==> config.mk <==
export PLATFORM = sky130hd
export DESIGN_NAME = brf_banked_register_file
export DESIGN_NICKNAME = d
export VERILOG_FILES = /design/src/hdl/brf_pkg.sv /design/src/hdl/brf_banked_register_file.sv
export VERILOG_INCLUDE_DIRS = /design/src /design/src/hdl
export SDC_FILE = /design/constraint.sdc
export NUM_CORES = 2
export LEC_CHECK = 0
export BUFFER_PORTS_ARGS = -buffer_cell sky130_fd_sc_hd__buf_2
export CAP_MARGIN = 25
export CORE_UTILIZATION = 44
export DETAILED_ROUTE_END_ITERATION = 8
export SLEW_MARGIN = 40
export SYNTH_ARGS = -nofsm -noshare
export SYNTH_HDL_FRONTEND = slang
export SYNTH_SLANG_ARGS = --single-unit
==> constraint.sdc <==
create_clock -name clock_i -period 109.6 [get_ports clock_i]
set_input_delay 21.92 -clock clock_i [delete_from_list [all_inputs] [get_ports clock_i]]
set_output_delay 21.92 -clock clock_i [all_outputs]
set_load 0.05 [all_outputs]
==> src/hdl/brf_cfg.svh <==
`ifndef BRF_CFG_SVH
`define BRF_CFG_SVH
// mode field codes
`define BRF_MODE_USR 5'h10
`define BRF_MODE_FIQ 5'h11
`define BRF_MODE_IRQ 5'h12
`define BRF_MODE_SVC 5'h13
`define BRF_MODE_ABT 5'h17
`define BRF_MODE_UND 5'h1b
`define BRF_MODE_SYS 5'h1f
// special register numbers
`define BRF_REG_LOW_LAST 4'h7
`define BRF_REG_FIQ_FIRST 4'h8
`define BRF_REG_SP 4'hd
`define BRF_REG_LINK 4'he
`define BRF_REG_IP 4'hf
// status word fields
`define BRF_SW_MODE_HI 4
`define BRF_SW_STATE_BIT 5
`define BRF_SW_RESET 32'h0000_00d3
// instruction pointer masks per state
`define BRF_IP_MASK_WIDE 32'hffff_fffc
`define BRF_IP_MASK_COMPACT 32'hffff_fffe
`define BRF_IP_RESET 32'h0000_0000
`define BRF_ZERO_WORD 32'h0000_0000
`endif

==> src/hdl/brf_pkg.sv <==
`default_nettype none
package brf_pkg;
  // bank selected by the mode field
  typedef enum logic [2:0] {
    BRF_BANK_USR,
    BRF_BANK_FIQ,
    BRF_BANK_IRQ,
    BRF_BANK_SVC,
    BRF_BANK_ABT,
    BRF_BANK_UND
  } brf_bank_t;
  // one write port request
  typedef struct packed {
    logic en;
    logic [3:0] idx;
    logic [31:0] data;
  } brf_wr_t;
endpackage
`default_nettype wire

==> src/hdl/brf_banked_register_file.sv <==
`timescale 1ns/1ps
`default_nettype none
`include "brf_cfg.svh"
module brf_banked_register_file
  import brf_pkg::*;
#(
  parameter int XLEN = 32
)
(
  input wire logic clock_i,
  input wire logic rst_i,
  input wire logic [4:0] mode_i,
  input wire logic compact_i,
  input wire logic [3:0] rd_a_idx_i,
  input wire logic [3:0] rd_b_idx_i,
  input wire logic rd_high_form_i,
  input wire brf_wr_t wr_i,
  input wire logic branch_with_link_i,
  input wire logic [XLEN-1:0] link_value_i,
  input wire logic exc_entry_i,
  input wire logic [4:0] exc_mode_i,
  input wire logic [XLEN-1:0] exc_return_i,
  input wire logic ip_load_i,
  input wire logic [XLEN-1:0] ip_value_i,
  input wire logic csw_wr_i,
  input wire logic [XLEN-1:0] csw_data_i,
  input wire logic ssw_wr_i,
  input wire logic [XLEN-1:0] ssw_data_i,
  output logic [XLEN-1:0] rd_a_data_o,
  output logic [XLEN-1:0] rd_b_data_o,
  output logic rd_a_denied_o,
  output logic rd_b_denied_o,
  output logic [XLEN-1:0] instruction_pointer_o,
  output logic [XLEN-1:0] current_status_word_o,
  output logic [XLEN-1:0] saved_status_word_o,
  output logic saved_valid_o
);

  // read results live in the state so data outputs come from flip-flops
  // all physical storage, 40 words and two deny bits in total
  typedef struct packed {
    logic [7:0][XLEN-1:0] low;       // r0-r7, shared everywhere
    logic [4:0][XLEN-1:0] usr_hi;    // r8-r12 user/system copies
    logic [4:0][XLEN-1:0] fiq_hi;    // r8-r12 fast interrupt copies
    logic [5:0][XLEN-1:0] sp_bank;   // r13 per bank
    logic [5:0][XLEN-1:0] link_bank; // r14 per bank
    logic [5:0][XLEN-1:0] ssw_bank;  // saved status per bank, usr slot unused
    logic [XLEN-1:0] ip;             // r15
    logic [XLEN-1:0] csw;            // current status word
    logic [XLEN-1:0] rd_a;           // registered read data
    logic [XLEN-1:0] rd_b;
    logic den_a;
    logic den_b;
  } brf_state_t;

  // registered state and its next value
  brf_state_t state_reg;
  brf_state_t state_next;

  // mode code to bank; system and unknown codes fall to user
  // an illegal code can never open a privileged bank
  function automatic brf_bank_t brf_bank_of(input logic [4:0] m);
    brf_bank_t b;
    b = BRF_BANK_USR;
    if (m == `BRF_MODE_FIQ) b = BRF_BANK_FIQ;
    else if (m == `BRF_MODE_IRQ) b = BRF_BANK_IRQ;
    else if (m == `BRF_MODE_SVC) b = BRF_BANK_SVC;
    else if (m == `BRF_MODE_ABT) b = BRF_BANK_ABT;
    else if (m == `BRF_MODE_UND) b = BRF_BANK_UND;
    else b = BRF_BANK_USR; // user and system share
    return b;
  endfunction

  // read one logical register through the current bank
  function automatic logic [XLEN-1:0] brf_read(input brf_state_t s, input brf_bank_t b,
                                               input logic [3:0] idx, input logic cmp);
    logic [XLEN-1:0] v;
    v = `BRF_ZERO_WORD;
    if (idx <= `BRF_REG_LOW_LAST) v = s.low[idx[2:0]];
    else if (idx < `BRF_REG_SP)
    begin
      // r8-r12: fast interrupt has its own five copies
      if (b == BRF_BANK_FIQ) v = s.fiq_hi[3'(idx - `BRF_REG_FIQ_FIRST)];
      else v = s.usr_hi[3'(idx - `BRF_REG_FIQ_FIRST)];
    end
    else if (idx == `BRF_REG_SP) v = s.sp_bank[b];
    else if (idx == `BRF_REG_LINK) v = s.link_bank[b];
    else
    begin
      // low pointer bits read as zero, consumers ignore them
      if (cmp) v = s.ip & `BRF_IP_MASK_COMPACT;
      else v = s.ip & `BRF_IP_MASK_WIDE;
    end
    return v;
  endfunction

  // compact state hides r8-r12 unless the special high form is used
  // r13-r15 stay reachable as stack, link and pointer in both states
  function automatic logic brf_hidden(input logic [3:0] idx, input logic cmp, input logic high_form);
    logic h;
    h = 1'b0;
    if (cmp && !high_form)
    begin
      // only the middle high registers are fenced off
      h = (idx > `BRF_REG_LOW_LAST) && (idx < `BRF_REG_SP);
    end
    return h;
  endfunction

  // bank of the live mode and of the exception target
  brf_bank_t cur_bank; // selects r13, r14 and saved word copies
  brf_bank_t exc_bank; // bank that an exception entry fills
  logic cmp_state; // high in compact state

  // bank and state decode from live inputs
  // the core holds mode and state stable for the whole cycle
  always_comb
  begin
    cur_bank = brf_bank_of(mode_i);
    exc_bank = brf_bank_of(exc_mode_i);
    cmp_state = compact_i;
  end

  // next-state logic for the whole file
  always_comb
  begin
    // default: hold every copy, so idle cycles change nothing
    state_next = state_reg;
    // reads; compact state hides high regs except special forms
    state_next.den_a = brf_hidden(rd_a_idx_i, cmp_state, rd_high_form_i);
    state_next.den_b = brf_hidden(rd_b_idx_i, cmp_state, rd_high_form_i);
    // reads see the old state; a same-cycle write is not forwarded
    // leaving forwarding out keeps the read path short, the core allows for it
    state_next.rd_a = state_next.den_a ? `BRF_ZERO_WORD : brf_read(state_reg, cur_bank, rd_a_idx_i, cmp_state);
    state_next.rd_b = state_next.den_b ? `BRF_ZERO_WORD : brf_read(state_reg, cur_bank, rd_b_idx_i, cmp_state);
    // pointer advance from the datapath; a general write to r15 below wins
    if (ip_load_i) state_next.ip = ip_value_i;
    // general write, only the selected physical copy
    // a refused compact write is dropped silently; a refused read returns zero and sets its deny bit
    if (wr_i.en && !brf_hidden(wr_i.idx, cmp_state, rd_high_form_i))
    begin
      // low registers are one copy for every mode and state
      if (wr_i.idx <= `BRF_REG_LOW_LAST) state_next.low[wr_i.idx[2:0]] = wr_i.data;
      else if (wr_i.idx < `BRF_REG_SP)
      begin
        // user and system share the usr_hi copies
        if (cur_bank == BRF_BANK_FIQ) state_next.fiq_hi[3'(wr_i.idx - `BRF_REG_FIQ_FIRST)] = wr_i.data;
        else state_next.usr_hi[3'(wr_i.idx - `BRF_REG_FIQ_FIRST)] = wr_i.data;
      end
      else if (wr_i.idx == `BRF_REG_SP) state_next.sp_bank[cur_bank] = wr_i.data;
      else if (wr_i.idx == `BRF_REG_LINK) state_next.link_bank[cur_bank] = wr_i.data;
      else state_next.ip = wr_i.data; // r15 as a plain register
    end
    // link write wins over a general write to r14 in the same cycle
    if (branch_with_link_i) state_next.link_bank[cur_bank] = link_value_i;
    // current status word, one copy for both states
    if (csw_wr_i) state_next.csw = csw_data_i;
    // saved word write; user and system have no saved word to write
    if (ssw_wr_i && cur_bank != BRF_BANK_USR) state_next.ssw_bank[cur_bank] = ssw_data_i;
    // exception entry last: it wins over link and general writes on r14
    // entry does not switch the mode; the core writes the status word itself
    if (exc_entry_i)
    begin
      // a user or system target has no saved word to fill
      state_next.link_bank[exc_bank] = exc_return_i;
      if (exc_bank != BRF_BANK_USR) state_next.ssw_bank[exc_bank] = state_reg.csw;
    end
  end

  // single state register
  // asynchronous reset so the file is defined before the first clock
  always_ff @(posedge clock_i or posedge rst_i)
  begin
    if (rst_i)
    begin
      // clear every copy; status and pointer take their own reset values
      state_reg <= '0;
      state_reg.csw <= `BRF_SW_RESET;
      state_reg.ip <= `BRF_IP_RESET;
    end
    else
    begin
      state_reg <= state_next;
    end
  end

  // outputs; saved word invisible in user and system modes
  // pointer mask follows the live state flag, so a switch shows at once
  // saved word is muxed from the live mode with no extra cycle
  always_comb
  begin
    rd_a_data_o = state_reg.rd_a;
    rd_b_data_o = state_reg.rd_b;
    rd_a_denied_o = state_reg.den_a;
    rd_b_denied_o = state_reg.den_b;
    instruction_pointer_o = state_reg.ip & (cmp_state ? `BRF_IP_MASK_COMPACT : `BRF_IP_MASK_WIDE);
    current_status_word_o = state_reg.csw;
    saved_valid_o = (cur_bank != BRF_BANK_USR);
    saved_status_word_o = saved_valid_o ? state_reg.ssw_bank[cur_bank] : `BRF_ZERO_WORD;
  end

endmodule
`default_nettype wire

# == Word-level counts from Yosys, hierarchy flattened ==
# Index checks and enable logic that the tools add are counted.
# totals
register_bits,1282
word_cells,183
# classes
addsub,3
magnitude_cmp,21
eq_ne,17
muxes,78
n_bitwise,4
reduce_logical,18
# op_table
cell,count
$mux 192,8
$bwmux 192,6
$mux 32,32
$bmux 32 s3,9
$demux 32 s3,4
$mux 384,1
$bwmux 160,2
$bwmux 256,1
$eq 5x5->1 const B,10
$and 32x32->32,1
$lt 3x4->1 const B,8
$mux 3,10
$eq 4x4->1 const B,6
$ge 3x1->1 const B,4
$gt 4x3->1 const B,3
$le 4x3->1 const B,3
$lt 4x4->1 const B,3
$reduce_and 4->1,3
$logic_and 1x1->1,10
$sub 3x1->3 const B,3
$reduce_bool 3->1,2
$mux 2,2
$eq 3x1->1 const B,1
$mux 1,3
other kinds (3),6

# == Longest topological paths before layout ==
# depth
word_depth,20
depth_mapped,11
ltp_nobuf,7

# == Least setup slack after synthesis ==
# OpenSTA, ideal clock, no wires.
# synth_path
kind,input-to-output
from,input port mode_i[3]
to,output port saved_status_word_o[10]
arrival_time_ns,24.406
required_ns,87.680
slack_ns,63.274
path_stages,9
n_path_buf,4
path_cell_list,buf_6 > inv_2 > maj3_2 > nand2_1 > buf_2 > buf_2 > buf_1 > a22oi_1 > o21ai_0
# synth_via
elab_chain_len,9
word_cells_on_any_way,14
# synth_lines
item,line,source
from (decl),brf_banked_register_file.sv:12,"input wire logic [4:0] mode_i,"
$eq 5x5->1 (no line),--,
$mux 3,brf_banked_register_file.sv:69,else if (m == `BRF_MODE_UND) b = BRF_BANK_UND;
$mux 3,brf_banked_register_file.sv:68,else if (m == `BRF_MODE_ABT) b = BRF_BANK_ABT;
$mux 3,brf_banked_register_file.sv:67,else if (m == `BRF_MODE_SVC) b = BRF_BANK_SVC;
$mux 3,brf_banked_register_file.sv:66,else if (m == `BRF_MODE_IRQ) b = BRF_BANK_IRQ;
$mux 3 (*),brf_banked_register_file.sv:65,if (m == `BRF_MODE_FIQ) b = BRF_BANK_FIQ;
$bmux 32 s3,brf_banked_register_file.sv:199,saved_status_word_o = saved_valid_o ? state_reg.ssw_bank[cur_bank] : `BRF_ZERO_WORD;
$mux 32 (not written as such),brf_banked_register_file.sv:199,
$mux 32 (no line) (*),--,
to (decl),brf_banked_register_file.sv:35,"output logic [XLEN-1:0] saved_status_word_o,"
# Every way passes the cells marked *; elsewhere a longest branch is shown, timed or not. The select of a mux whose other input is x is not followed.

# == Worst setup path in the final report ==
# layout_path
from,input port mode_i[3]
to,output port saved_status_word_o[30]
# The elaborated chain is that of the path after synthesis.

==> flow_summary.toml <==
[place]
place_congestion = 0.9224
pre_cts_ws_ns = 62.30
port_buffers = 384
numPlacedInstances = 7940
dpl.hpwl_mm = 149.3

[layout]
layout_common_cells = "dfrtp_1, mux2_2, nand2_1, o21ai_0, buf_2"
area_delta_synth_final_pct = 11.35
fin_cells = 8222
largest_reg_flops = 1151
layout-drive-gt1-share = 0.3142
final_nets = 6299
final_common_cell = "dfrtp_1"

[power_and_ir_drop]
irDropWorstVdd_uv = 13.61
netSwitchingFraction = 0.3072
p_sw_mw = 0.4183
power_leakage_nw = 33.74
p_int_mw = 0.9435
pwr-share-comb = 0.205
seq_power_share = 0.438
power_density_nw_per_um2 = 18.22
pwr-share-clk = 0.358

[synth]
synth_adder_area_share = 0.0001677
postSynth.asyncResetShare = 1.000
synth_area_um2 = 67140
yosys.area_share.simple = 0.08531
ys_seq_area_frac = 0.4656
ys_ff_latch = 1249
ys_warn_count = 0
synth_cell_types = 77
netlist_instances = 6112
syn_area_per_cell_um2 = 10.99
synth_compound_area_frac = 0.1272
synth-xor-area-share = 0.0001304
synth_top_family_by_area = "multiplexers"
synthFlopType = "dfrtp_1"
synth_fp_nets = 6336
synth_edf_count = 0
yosys-mux-area-fraction = 0.2670

[critical_path]
ff2ff_path_depth = 6
path_class = "in2out"
r2r_setup_slack_ns = 107.33
r2r-start = "state_reg[397]$_DFF_PP0_"
crit_arrival_ns = 25.51
critPathMaxFanout = 69
worstSetupEndpointType = "output port"
cp.required_ns = 87.68
cp-start-kind = "input port"
r2r_end = "rd_b_data_o[11]$_DFF_PP0_"
crit_start = "mode_i[3]"

[detailed_routing]
vias_per_cell = 6.417
wirelength_mm = 243.0
antenna_left = 0
drtIter0Drc = 6235
drc = 0
vias = 52760
wl_per_cell_um = 29.55
first_pass_iters = 6

[global_route]
grt_pass1_wl_mm = 358.2
antenna_found_initial = 49
grt_usage = 0.3141
grt_max_degree = 135
grt-ovfl-total = 0
grt_pass1_vias = 51700

[die]
die-width_um = 392.6
die_area_um2 = 154200
row_count = 142
die_h_um = 392.6
start_util = 0.4456
fp.coreArea_um2 = 150700
num_io_pins = 387

[worst_hold_path]
worstHoldStart = "state_reg[598]$_DFFE_PP0P_"
whs_path_depth = 1
min_path_type = "reg2reg"
worstHoldEndpoint = "state_reg[598]$_DFFE_PP0P_"

[timing]
hold_slack_ns = 0.5000
relSlewSlack = 0.3228
setup_ws_ns = 62.17
rsz0062_at_grt = "no"
report.final.slew_viol_count = 0
min_period_ns = 47.43
fmax_mhz = 21.08
setup_violations = 0
worst_pin_slew_ns = 1.011
finalHoldViolations = 0
final.period_utilization = 0.4328
fin_skew_ns = 0.02324
fin_setup_tns_ns = 0

[clocking]
htreeDepth = 4
path_clk_slew_ns = 0.06
postCtsSetupBuffers = 0
clock_path_buffers = 3
clkSinkCount = 1249
cts_tree = "yes"
hold_buffers = 0
insertion_delay_ns = 0.82
clockRootBuffer = "clkbuf_16"
cts_buffers = 143
cts-resized-gates = 0

[outcome]
status = "finished, final reports clean"

[job]
cap_violations = 0
## metal layers
layer | GRT usage | vias up | share of wire
li1 | - | 22270 | -
met1 | 0.4201 | 26980 | 0.40
met4 | 0.1320 | 36 | 0.043
met3 | 0.08079 | 632 | 0.098
met2 | 0.4833 | 2836 | 0.46
met5 | 0 | - | 0.00097
## power groups by stage
stage                     clock network [mW]  registers (mW)  logic (mW)
after detailed placement                   0           0.601       0.274
final                                  0.487           0.596       0.279
after CTS                              0.493           0.593       0.275
after floorplan                            0           0.586       0.213
after global routing                   0.512           0.605       0.300
after global placement                     0           0.596       0.266
## worst max path at each step
| stage | slack [ns] | cells past startpoint | to |
|---|---|---|---|
| final | 62.17 | 8 | saved_status_word_o[30] |
| after global placement | 62.31 | 8 | saved_status_word_o[16] |
| after detailed placement | 62.30 | 8 | saved_status_word_o[30] |
| after CTS | 62.27 | 8 | saved_status_word_o[30] |
| after global routing | 62.13 | 8 | saved_status_word_o[16] |
| after floorplan | 52.49 | 1 | current_status_word_o[10]$_DFFE_PP0P_ |
## cell families after synthesis
group           Yosys count
simple gates           1342
other cells               1
fa+ha+maj                 1
xor+xnor                  1
mux                    1395
compound gates         1353
buf+inv                 770
flops                  1249
## worst max-delay path, cell delays in order
cell,delay (ns)
buf_2,0.60
inv_2,0.12
maj3_2,0.48
nand2_4,0.60
buf_4,0.78
a22oi_1,0.12
o21ai_0,0.41
buf_2,0.35
## cell usage after synthesis (7+ instances only)
cell      instances  area, um^2
nand2_1         635        2384
buf_1            44       165.2
o221a_2          14       157.7
nor3_1           11       55.05
o21ai_1           8       40.04
mux4_2          233        5248
or3_1             7       43.79
a21boi_0          8       60.06
nor2_1          359        1348
a31oi_1          16       100.1
a221oi_1        123        1077
mux2_2          836        9414
a22o_1           14       122.6
nand2b_1         26       162.7
and2_1           10       62.56
mux2i_1         325        3253
o211ai_1         75       563.0
o31ai_1          23       172.7
o21ai_0         519        2597
or4_1            34       255.2
o22a_1           10       87.58
a221o_1          12       120.1
inv_1            43       161.4
a22oi_1          76       570.6
a21oi_1         214        1071
buf_4           151        1134
nor2b_1          11       68.82
nand3_1         208        1041
buf_2           138       690.7
o221ai_1         34       297.8
clkbuf_1        387        1453
nand3b_1          9       67.56
a211oi_1         28       210.2
o22ai_1         119       744.5
dfrtp_1        1244       31130
## through the flow
| stage | power, mW | utilization | instance area, um^2 |
|---|---|---|---|
| 4_1_cts | 1.361 | 0.4954 | 74640 |
| 3_3_place_gp | 0.8626 | 0.4614 | 69510 |
| 3_5_place_dp | 0.8754 | 0.4641 | 69920 |
| 5_1_grt | 1.417 | 0.4961 | 74740 |
| 6_report | 1.362 | 0.4962 | 74760 |
| 2_1_floorplan | 0.7991 | - | 67140 |
## cell type report
| type | instances | area [um^2] |
|---|---|---|
| antenna | 18 | 45.04 |
| clock buffer | 206 | 4076 |
| clock inverter | 52 | 648.1 |
| fill | 13660 | 75900 |
| inverter | 45 | 176.4 |
| multi-input combinational | 4093 | 32610 |
| sequential | 1249 | 31260 |
| tap | 2016 | 2522 |
| timing repair buffer | 543 | 3425 |
No activity file was read; power rests on OpenSTA's default activity.
